File: config.mk
export PLATFORM = sky130hd
export DESIGN_NAME = meb_bus_master
export DESIGN_NICKNAME = d
export VERILOG_FILES = /design/src/meb_pkg.sv /design/src/meb_bus_master.sv /design/src/meb_pin_sync.sv
export SDC_FILE = /design/constraint.sdc
export NUM_CORES = 1
export LEC_CHECK = 0
export BUFFER_PORTS_ARGS = -buffer_cell sky130_fd_sc_hd__buf_2
export CAP_MARGIN = 20
export CORE_AREA = 2 2 125 127
export CTS_CLUSTER_DIAMETER = 200
export DETAILED_ROUTE_END_ITERATION = 8
export DIE_AREA = 0 0 127 129
export SKIP_CTS_REPAIR_TIMING = 1
export SLEW_MARGIN = 20
export SYNTH_ARGS = -nofsm -noshare
export SYNTH_HDL_FRONTEND = slang
export SYNTH_SLANG_ARGS = --single-unit
File: constraint.sdc
create_clock -name i_clk -period 4.8 [get_ports i_clk]
set_input_delay 0.24 -clock i_clk [delete_from_list [all_inputs] [get_ports i_clk]]
set_output_delay 0.24 -clock i_clk [all_outputs]
set_load 0.01 [all_outputs]
File: src/meb_pkg.sv
// Package of constants and types for the multiplexed external bus master.
package meb_pkg;

    // ------------------------------------------------------------------
    // Clocking and reset constants
    // ------------------------------------------------------------------
    localparam int unsigned CLK_PERIOD_PS = 5000;
    localparam int unsigned BUS_CLK_DIV   = 2;
    localparam int unsigned PIN_SYNC_LEN  = 3;
    localparam int unsigned RST_SYNC_LEN  = 2;

    // ------------------------------------------------------------------
    // Field positions of the 24-bit address
    // ------------------------------------------------------------------
    localparam int unsigned ADDR_W      = 24;
    localparam int unsigned DATA_W      = 16;
    localparam int unsigned ADDR_LO_MSB = 7;
    localparam int unsigned ADDR_MID_LSB = 8;
    localparam int unsigned ADDR_MID_MSB = 15;
    localparam int unsigned ADDR_HI_LSB = 16;
    localparam int unsigned ADDR_HI_MSB = 23;

    // ------------------------------------------------------------------
    // Bus sequencer states
    // ------------------------------------------------------------------
    typedef enum logic [2:0]
    {
        ST_IDLE  = 3'b000,
        ST_ADDR  = 3'b001,
        ST_LATCH = 3'b010,
        ST_DATA  = 3'b011,
        ST_HOLD  = 3'b100
    } meb_state_e;

    // ------------------------------------------------------------------
    // Carriers
    // ------------------------------------------------------------------
    typedef struct packed
    {
        logic [23:0] addr;
        logic [15:0] wdata;
        logic        write;
        logic        word;
    } meb_req_s;

    typedef struct packed
    {
        logic       strobe_n;
        logic       rd_wr;
        logic       upper_byte_en_n;
        logic       addr_latch;
        logic [7:0] addr_lo;
        logic [7:0] mid_out;
        logic       mid_oe;
        logic [7:0] hi_out;
        logic       hi_oe;
        logic       ctl_oe;
        logic       bus_release_ack;
    } meb_pins_s;

    // ------------------------------------------------------------------
    // Values after reset
    // ------------------------------------------------------------------
    localparam meb_req_s REQ_RST = '{addr: 24'h000000, wdata: 16'h0000,
                                     write: 1'b0, word: 1'b0};
    localparam meb_pins_s PINS_RST = '{strobe_n: 1'b1, rd_wr: 1'b1,
        upper_byte_en_n: 1'b1, addr_latch: 1'b0, addr_lo: 8'h00,
        mid_out: 8'h00, mid_oe: 1'b0, hi_out: 8'h00, hi_oe: 1'b0,
        ctl_oe: 1'b1, bus_release_ack: 1'b0};
    localparam logic READY_RST    = 1'b1;
    localparam logic HOLD_REQ_RST = 1'b1;
    localparam logic BYTE_SEL_RST = 1'b0;

endpackage

File: src/meb_bus_master.sv
// External multiplexed address/data bus master with ready and hold.
//
// Functional notes
// - Accesses happen only while strobe is low.
// - Width select low gives 16 bits, high 8.
// - Bus clock is input clock divided by two.
// - Ready low stretches the current access.
// - Release request low holds device in hold.
// - Acknowledge output shows the hold state.
// - Read/write high on reads, low on writes.
// - Upper byte enable low on odd addresses.
// - Latch strobe marks address on shared lines.
// - 16-bit: middle lines carry address then data.
// - 8-bit: middle lines carry address only.
// - Upper lines carry address then data of even addresses, or every byte in 8-bit mode.
`timescale 1ns/1ps

module meb_bus_master
(
    input  wire logic            i_clk,
    input  wire logic            i_reset_n,
    input  wire logic            i_ce,
    input  wire logic            i_req_valid,
    input  wire meb_pkg::meb_req_s i_req,
    output logic                 o_req_ready,
    output logic                 o_done,
    output logic [15:0]          o_rdata,
    input  wire logic            i_byte_sel,
    input  wire logic            i_ready,
    input  wire logic            i_hold_req_n,
    output logic                 o_bus_clk,
    output logic                 o_bus_release_ack,
    output logic                 o_strobe_n,
    output logic                 o_rd_wr,
    output logic                 o_upper_byte_en_n,
    output logic                 o_addr_latch,
    output logic                 o_ctl_oe,
    output logic [7:0]           o_addr_lo,
    input  wire logic [7:0]      i_mid_in,
    output logic [7:0]           o_mid_out,
    output logic                 o_mid_oe,
    input  wire logic [7:0]      i_hi_in,
    output logic [7:0]           o_hi_out,
    output logic                 o_hi_oe
);
    import meb_pkg::*;

    // ------------------------------------------------------------------
    // Reset release and pin synchronisers
    // ------------------------------------------------------------------
    logic [1:0] rst_sync_reg;
    logic       rst_n;

    always_ff @(posedge i_clk or negedge i_reset_n)
    begin
        if (!i_reset_n)
        begin
            rst_sync_reg <= 2'h0;
        end
        else
        begin
            rst_sync_reg <= {rst_sync_reg[0], 1'b1};
        end
    end

    assign rst_n = rst_sync_reg[1];

    logic ready_lvl;
    logic hold_req_n_lvl;
    logic byte_sel_lvl;

    meb_pin_sync #(.RST_VAL(READY_RST)) u_sync_ready
    (
        .i_clk   (i_clk),
        .i_rst_n (rst_n),
        .i_ce    (i_ce),
        .i_pin   (i_ready),
        .o_level (ready_lvl)
    );

    meb_pin_sync #(.RST_VAL(HOLD_REQ_RST)) u_sync_hold
    (
        .i_clk   (i_clk),
        .i_rst_n (rst_n),
        .i_ce    (i_ce),
        .i_pin   (i_hold_req_n),
        .o_level (hold_req_n_lvl)
    );

    meb_pin_sync #(.RST_VAL(BYTE_SEL_RST)) u_sync_byte
    (
        .i_clk   (i_clk),
        .i_rst_n (rst_n),
        .i_ce    (i_ce),
        .i_pin   (i_byte_sel),
        .o_level (byte_sel_lvl)
    );

    // ------------------------------------------------------------------
    // State
    // ------------------------------------------------------------------
    meb_state_e state_reg;
    meb_state_e state_next;
    meb_req_s   cur_reg;
    meb_pins_s  pins_reg;
    meb_pins_s  pins_next;
    logic       pend_reg;
    logic       second_reg;
    logic       bus_clk_reg;
    logic       req_ready_reg;
    logic       done_reg;
    logic [15:0] rdata_reg;
    logic [15:0] rdata_next;

    // ------------------------------------------------------------------
    // Decoding
    // ------------------------------------------------------------------
    wire        tick      = bus_clk_reg;
    wire        take_req  = req_ready_reg && i_req_valid;
    wire [23:0] addr_now  = second_reg ? cur_reg.addr + 24'h000001
                                       : cur_reg.addr;
    wire        bus8      = byte_sel_lvl;
    wire        wide      = !bus8 && cur_reg.word && !cur_reg.addr[0];
    wire        split     = cur_reg.word && !wide;
    wire [7:0]  bdat      = second_reg ? cur_reg.wdata[15:8]
                                       : cur_reg.wdata[7:0];
    wire        odd_lane  = !bus8 && addr_now[0];
    wire [7:0]  lane_in   = odd_lane ? i_mid_in : i_hi_in;
    wire        data_end  = (state_reg == ST_DATA) && tick && ready_lvl;
    wire        last_part = !split || second_reg;
    wire        in_addr   = (state_reg == ST_ADDR) ||
                            (state_reg == ST_LATCH);
    wire        in_data   = (state_reg == ST_DATA);
    wire        in_hold   = (state_reg == ST_HOLD);

    // ------------------------------------------------------------------
    // Sequencer: state moves at most once per bus clock period
    // ------------------------------------------------------------------
    always_comb
    begin
        state_next = state_reg;
        if (tick)
        begin
            unique case (state_reg)
                ST_IDLE:
                begin
                    if (!hold_req_n_lvl)
                    begin
                        state_next = ST_HOLD;
                    end
                    else if (pend_reg)
                    begin
                        state_next = ST_ADDR;
                    end
                end
                ST_ADDR:  state_next = ST_LATCH;
                ST_LATCH: state_next = ST_DATA;
                ST_DATA:
                begin
                    if (ready_lvl)
                    begin
                        state_next = last_part ? ST_IDLE : ST_ADDR;
                    end
                end
                ST_HOLD:
                begin
                    if (hold_req_n_lvl)
                    begin
                        state_next = ST_IDLE;
                    end
                end
                default: state_next = ST_IDLE;
            endcase
        end
    end

    // ------------------------------------------------------------------
    // Pin values
    // ------------------------------------------------------------------
    always_comb
    begin
        pins_next                 = PINS_RST;
        pins_next.addr_lo         = addr_now[ADDR_LO_MSB:0];
        pins_next.strobe_n        = !in_data;
        pins_next.rd_wr           = !cur_reg.write;
        pins_next.upper_byte_en_n = !(addr_now[0] || wide);
        pins_next.addr_latch      = (state_reg == ST_ADDR);
        pins_next.ctl_oe          = !in_hold;
        pins_next.bus_release_ack = in_hold;
        if (in_addr)
        begin
            pins_next.mid_out = addr_now[ADDR_MID_MSB:ADDR_MID_LSB];
            pins_next.hi_out  = addr_now[ADDR_HI_MSB:ADDR_HI_LSB];
            pins_next.mid_oe  = 1'b1;
            pins_next.hi_oe   = 1'b1;
        end
        else if (in_data)
        begin
            if (bus8)
            begin
                pins_next.mid_out = addr_now[ADDR_MID_MSB:ADDR_MID_LSB];
                pins_next.mid_oe  = 1'b1;
            end
            else
            begin
                pins_next.mid_out = wide ? cur_reg.wdata[15:8] : bdat;
                pins_next.mid_oe  = cur_reg.write && (wide || odd_lane);
            end
            pins_next.hi_out = wide ? cur_reg.wdata[7:0] : bdat;
            pins_next.hi_oe  = cur_reg.write && !odd_lane;
        end
        else if (state_reg == ST_IDLE)
        begin
            pins_next.mid_out = addr_now[ADDR_MID_MSB:ADDR_MID_LSB];
            pins_next.mid_oe  = bus8;
        end
    end

    // ------------------------------------------------------------------
    // Read data assembly
    // ------------------------------------------------------------------
    always_comb
    begin
        rdata_next = rdata_reg;
        if (data_end && !cur_reg.write)
        begin
            if (wide)
            begin
                rdata_next = {i_mid_in, i_hi_in};
            end
            else if (second_reg)
            begin
                rdata_next[15:8] = lane_in;
            end
            else
            begin
                rdata_next = {8'h00, lane_in};
            end
        end
    end

    // ------------------------------------------------------------------
    // Registers
    // ------------------------------------------------------------------
    always_ff @(posedge i_clk or negedge rst_n)
    begin
        if (!rst_n)
        begin
            state_reg     <= ST_IDLE;
            cur_reg       <= REQ_RST;
            pins_reg      <= PINS_RST;
            pend_reg      <= 1'b0;
            second_reg    <= 1'b0;
            bus_clk_reg   <= 1'b0;
            req_ready_reg <= 1'b0;
            done_reg      <= 1'b0;
            rdata_reg     <= 16'h0000;
        end
        else if (i_ce)
        begin
            bus_clk_reg <= !bus_clk_reg;
            state_reg   <= state_next;
            pins_reg    <= pins_next;
            rdata_reg   <= rdata_next;
            done_reg    <= data_end && last_part;
            if (take_req)
            begin
                cur_reg  <= i_req;
                pend_reg <= 1'b1;
            end
            else if (data_end && last_part)
            begin
                pend_reg <= 1'b0;
            end
            if (data_end)
            begin
                second_reg <= split && !second_reg;
            end
            req_ready_reg <= !pend_reg && !take_req &&
                             !(data_end && last_part);
        end
    end

    // ------------------------------------------------------------------
    // Outputs
    // ------------------------------------------------------------------
    assign o_req_ready       = req_ready_reg;
    assign o_done            = done_reg;
    assign o_rdata           = rdata_reg;
    assign o_bus_clk         = bus_clk_reg;
    assign o_bus_release_ack = pins_reg.bus_release_ack;
    assign o_strobe_n        = pins_reg.strobe_n;
    assign o_rd_wr           = pins_reg.rd_wr;
    assign o_upper_byte_en_n = pins_reg.upper_byte_en_n;
    assign o_addr_latch      = pins_reg.addr_latch;
    assign o_ctl_oe          = pins_reg.ctl_oe;
    assign o_addr_lo         = pins_reg.addr_lo;
    assign o_mid_out         = pins_reg.mid_out;
    assign o_mid_oe          = pins_reg.mid_oe;
    assign o_hi_out          = pins_reg.hi_out;
    assign o_hi_oe           = pins_reg.hi_oe;

endmodule

File: src/meb_pin_sync.sv
// Three-stage synchroniser with agreement filter for pin inputs.
`timescale 1ns/1ps

module meb_pin_sync
#(
    parameter logic RST_VAL = 1'b0
)
(
    input  wire logic i_clk,
    input  wire logic i_rst_n,
    input  wire logic i_ce,
    input  wire logic i_pin,
    output logic      o_level
);
    import meb_pkg::*;

    logic stage1_reg;
    logic stage2_reg;
    logic stage3_reg;
    logic level_reg;
    logic agree;

    // A change counts only once the second and third stages agree.
    assign agree   = (stage2_reg == stage3_reg);
    assign o_level = level_reg;

    always_ff @(posedge i_clk or negedge i_rst_n)
    begin
        if (!i_rst_n)
        begin
            stage1_reg <= RST_VAL;
            stage2_reg <= RST_VAL;
            stage3_reg <= RST_VAL;
            level_reg  <= RST_VAL;
        end
        else if (i_ce)
        begin
            stage1_reg <= i_pin;
            stage2_reg <= stage1_reg;
            stage3_reg <= stage2_reg;
            if (agree)
            begin
                level_reg <= stage3_reg;
            end
        end
    end

endmodule

# After elaboration in Yosys (flattened, before gate mapping)
# Cells that the tools add are included.
dict set report totals {
  regBits 112
  latch_bits 0
  ram_bits 0
  romBits 0
  output_inout_bits 51
  mem_count 0
}
dict set report op_classes {
  addsub 1
  mul 0
  div_mod_pow 0
  magnitude_cmp 0
  eq_ne 11
  shift 0
  mux 21
  n_bitwise 0
  reduce_logical 43
}
# operator count
set op_table {}
lappend op_table {{$mux W8} 6}
lappend op_table {{$mux W9} 4}
lappend op_table {{$add A24 B1 Y24 const B} 1}
lappend op_table {{$mux W24} 1}
lappend op_table {{$mux W18} 1}
lappend op_table {{$mux W16} 1}
lappend op_table {{$pmux W3 S5} 1}
lappend op_table {{$logic_and A1 B1 Y1} 14}
lappend op_table {{$logic_not A1 Y1} 14}
lappend op_table {{$reduce_and A2 Y1} 7}
lappend op_table {{$mux W3} 4}
lappend op_table {{$eq A3 B2 Y1 const B} 2}
lappend op_table {{$ne A2 B1 Y1 const B} 3}
lappend op_table {{$reduce_and A5 Y1} 1}
lappend op_table {{$logic_or A1 B1 Y1} 4}
lappend op_table {{$eq A1 B1 Y1} 3}
lappend op_table {{$eq A3 B1 Y1 const B} 1}
lappend op_table {{$eq A3 B3 Y1 const B} 1}
lappend op_table {{$logic_not A3 Y1} 1}
lappend op_table {{$mux W1} 3}
lappend op_table {{$ne A3 B3 Y1 const B} 1}
lappend op_table {{$reduce_and A3 Y1} 1}
lappend op_table {{$reduce_bool A2 Y1} 1}

# Logic depth before layout (Yosys ltp)
dict set report logic_depth {
  word_depth 10
  depth_mapped 9
}

# Hierarchy
# From an unflattened synthesis, not the netlist that was laid out.
dict set report hier_totals {
  cells_unflattened 451
  hier_area_um2 5243.8
}
# module n_inst cells_each area_each_um2 seq_area_each_um2
set by_module_without_submodules {}
lappend by_module_without_submodules {meb_bus_master 1 421 4764.6 2507.4}
lappend by_module_without_submodules {{meb_pin_sync (u_sync_hold ...)} 2 10 161.4 105.1}
lappend by_module_without_submodules {{meb_pin_sync (u_sync_byte)} 1 10 156.4 100.1}

# Worst setup path before layout
# No wires, ideal clock.
dict set report synth_timing {
  path_type {reg2reg}
  from {register cur_reg[18] (netlist bit)}
  to {register pins_reg, in the netlist o_hi_out[0]}
  setup_ns 0.130
  t_arrival_ns 1.622
  t_required_ns 4.670
  slack_ns 3.048
  path_stages_with_launch 8
  path_buffers 2
  cell_sequence {dfrtp_1 > buf_2 > nor2_1 > a21bo_2 > buf_2 > mux2_2 > a22oi_1 > o21ai_0}
}
dict set report synth_via {
  elab_chain_cells 5
  word_cells_on_any_way 7
}
# element line_no
set synth_lines {}
lappend synth_lines {{from (decl)} meb_bus_master.sv:104} ;# meb_req_s cur_reg;
lappend synth_lines {{from (signal assigned)} meb_bus_master.sv:268} ;# cur_reg <= i_req;
lappend synth_lines {{parallel branches: the longest is 4 deep, another holds $add A24 B1 Y24} -}
lappend synth_lines {{$mux W18 (*)} meb_bus_master.sv:190} ;# if (in_addr)
lappend synth_lines {{to (signal assigned)} meb_bus_master.sv:263} ;# pins_reg <= pins_next;
lappend synth_lines {{to (decl)} meb_bus_master.sv:105} ;# meb_pins_s pins_reg;
# Mark *: on every way between the ends.
# A chain may end at the register's enable or synchronous reset.

# Worst setup path after layout
dict set report layout_timing {
  from {input i_ce}
  to {register rdata_reg[0] (netlist: o_rdata[0])}
}
dict set report layout_via {
  elab_chain_cells 1
}
# element line_no
set layout_lines {}
lappend layout_lines {{from (decl)} meb_bus_master.sv:22} ;# input wire logic i_ce,
lappend layout_lines {{$reduce_and A3 Y1 (no line)} -}
lappend layout_lines {{to (signal assigned)} meb_bus_master.sv:264} ;# rdata_reg <= rdata_next;
lappend layout_lines {{to (decl)} meb_bus_master.sv:112} ;# logic [15:0] rdata_reg;
# Every way passes these cells.

==> metrics.yaml <==
status: "finished clean"
finalMaxSlewViolations: 0
grt_pass1_vias: 3887
synthCells: 459
critPathTopFamily: "simple AND/OR/NAND/NOR gates"
drtIter0Drc: 149
cts.sinks: 112
root_buffer: "clkbuf_16"
dr_total_vias: 3883
tightest_slew_ns: 0.904
grt_pass1_wl_um: 19900
critPathBufInv: 1
gp_congestion: 0.886
clk_latency_ns: 0.35
synth_cell_types: 48
rows: 45
hold_violations: 0
totalWireLength_um: 12500
firstDrtPassIters: 4
place_hpwl_um: 9420
crit_type: "in2reg"
largest_register_ffs: 42
cts_tree: "built"
io_pins: 116
synth_area_um2: 5190
cts_buffers: 9
setup_tns_ns: 0
cts_buffer_depth: 2
grt_max_degree: 71
finalClockSkew_ns: 0.00716
detail-route-antenna-nets: 0
ir_drop_v: 0.000273
critPathSlowestCell: "or3b_1"
final_nets: 628
synth_top_area_share: 0.483
final_util: 0.416
coreArea_um2: 15000
finalSetupViolations: 0
drv_cap: 0
hold_path.class: "in2reg"
antenna_cells: 0
powerDensity_nw_per_um2: 613
antenna_found_initial: 0
ys_seq_elements: 112
slew_headroom: 0.398
post-route-period-util: 0.513
yosysWarnings: 0
crit_chain: "buf_2, and4b_1, or3b_1, nor2b_4, nor2_1, a21oi_1"
synthToLayoutAreaGrowth_pct: 20.1
fill_cells: 1455
vias_per_cell: 5.14
ys_seq_area_frac: 0.543
finalPower_mw: 3.82
die_w_um: 127
rsz0062_at_grt: "no"
crit_arrival_ns: 2.73
drcViolationCount: 0
power.leakage_nw: 2.77
initial_utilization: 0.346
wl_per_cell_um: 16.6
synth.area.top_cells: "dfrtp_1 (48%), mux2_2 (12%), dfstp_2 (6.1%)"
track_usage: 0.157
max_freq_mhz: 406
h-tree-depth: 3
drive_gt1_frac: 0.372
grt.overflow.total: 0
synth_area_leader_cell: "dfrtp_1"
crit_fanout: 45
critPathLaunchType: "input port"
fp.dieArea_um2: 16400
end_kind: "register"
syn_nets: 525
cp.required_ns: 5.06
min_period_ns: 2.46
avgSynthCellArea_um2: 11.3
cts.clk_slew.worst_paths_ns: 0.07
port_buffers: 115
die_h_um: 129
slowest_delay_ns: 0.63
-- path summary, 6_finish.rpt --
check	from	to	slack (ns)	depth (start not counted)
min in group asynchronous	i_reset_n	rst_sync_reg[1]	0.19	2
max in group asynchronous	rst_sync_reg[1]	cur_reg[37]	3.25	1
worst min-delay path	i_req[23]	cur_reg[23]	0.11	2
worst min register to register	rst_sync_reg[0]	rst_sync_reg[1]	0.35	0
worst max register to register	state_reg[0]	o_rdata[0]	2.35	5
worst max-delay path	i_ce	o_rdata[0]	2.34	6
-- worst reg2reg max path: cells and delay by family (launching register included) --
family,cells,cell delay (ns)
flops,1,0.56
compound gates,1,0.15
simple gates,4,1.66
-- placed cells by master, fill, tap and decap left out, types with 3 or more instances in the layout --
| cell type | count |
|---|---|
| dfrtp_1 | 99 |
| mux2i_1 | 16 |
| mux2_2 | 57 |
| clkinvlp_4 | 3 |
| a22oi_1 | 17 |
| xor2_1 | 18 |
| nand2_1 | 32 |
| inv_1 | 10 |
| o221ai_1 | 4 |
| a21o_1 | 3 |
| xnor2_1 | 7 |
| clkbuf_16 | 9 |
| nand3_1 | 12 |
| nand4_1 | 9 |
| nor4_1 | 3 |
| nor2_1 | 29 |
| nor3_1 | 4 |
| o21ai_0 | 37 |
| nor2b_1 | 4 |
| buf_2 | 115 |
| dfstp_2 | 12 |
| a21oi_1 | 25 |
-- Yosys cell counts (all sizes together) --
library cell and count:
nand3 13, o221ai 4, a22oi 17, o41ai 2, and3 2, nor4 3, nor2 31, nor3b 2
a21o 3, a31oi 2, o21ai 38, xnor2 7, o22ai 1, a21bo 1, buf 15, a21oi 27
clkbuf 11, o21a 2, conb 1, dfstp 12, mux2i 16, nor2b 5, nand4 10, ha 1
nand2 32, o311ai 1, inv 11, a32o 2, or3b 1, o32a 1, and2 2, dfrtp 100
o2bb2ai 1, a211o 1, and4b 1, mux2 57, nor3 4, a2111o 1, xor2 18
-- logic make-up (layout without fill, tap and decap cells) --
group / count (synthesis) / count (layout) / synth area share
flip-flops: 112 / 112 / 0.543
AND/OR/NAND/NOR: 106 / 106 / 0.0987
AO/OA/AOI/OAI: 104 / 104 / 0.125
multiplexers: 73 / 73 / 0.155
buffers and inverters: 37 / 145 / 0.0333
XOR/XNOR: 25 / 25 / 0.0422
adder cells (fa/ha/maj): 1 / 1 / 0.00241
other: 1 / 1 / 0.000723
-- power breakdown --
part,switching (mW),total (mW),leakage [nW],internal [mW]
Clock,0.329,0.762,0.141,0.433
Sequential,0.410,1.77,1.35,1.36
Combinational,0.649,1.29,1.29,0.643
Total,1.39,3.82,2.77,2.43
-- through the flow --
stage / cells / worst slack, ns / hold WS (ns) / area [um^2]
final: 755 / 2.34 / 0.114 / 6230
after global routing: 755 / 2.13 / 0.114 / 6230
after CTS: 754 / 2.36 / -0.354 / 6220
after detailed placement: 738 / 1.99 / 0.0260 / 5910
after global placement: 737 / 2.12 / 0.0244 / 5880
after floorplan: 459 / 1.47 / -0.0556 / 5190
-- routing by layer --
layer / GRT usage / share of wire / up-vias
li1: - / - / 1844
met1: 0.204 / 0.44 / 1919
met2: 0.253 / 0.48 / 99
met3: 0.0287 / 0.050 / 21
met4: 0.0769 / 0.027 / 0
met5: 0 / 0 / -
-- layout make-up --
type	instances	area, um^2	area share
Inverter	11	41.3	0.00663
Clock buffer	12	256	0.0412
Clock inverter	4	52.6	0.00844
Sequential cell	112	2820	0.453
Timing Repair Buffer	118	621	0.0996
Tap cell	188	235	0.0378
Multi-Input combinational cell	310	2200	0.353
Note: power is estimated with default switching activity, not from simulation.
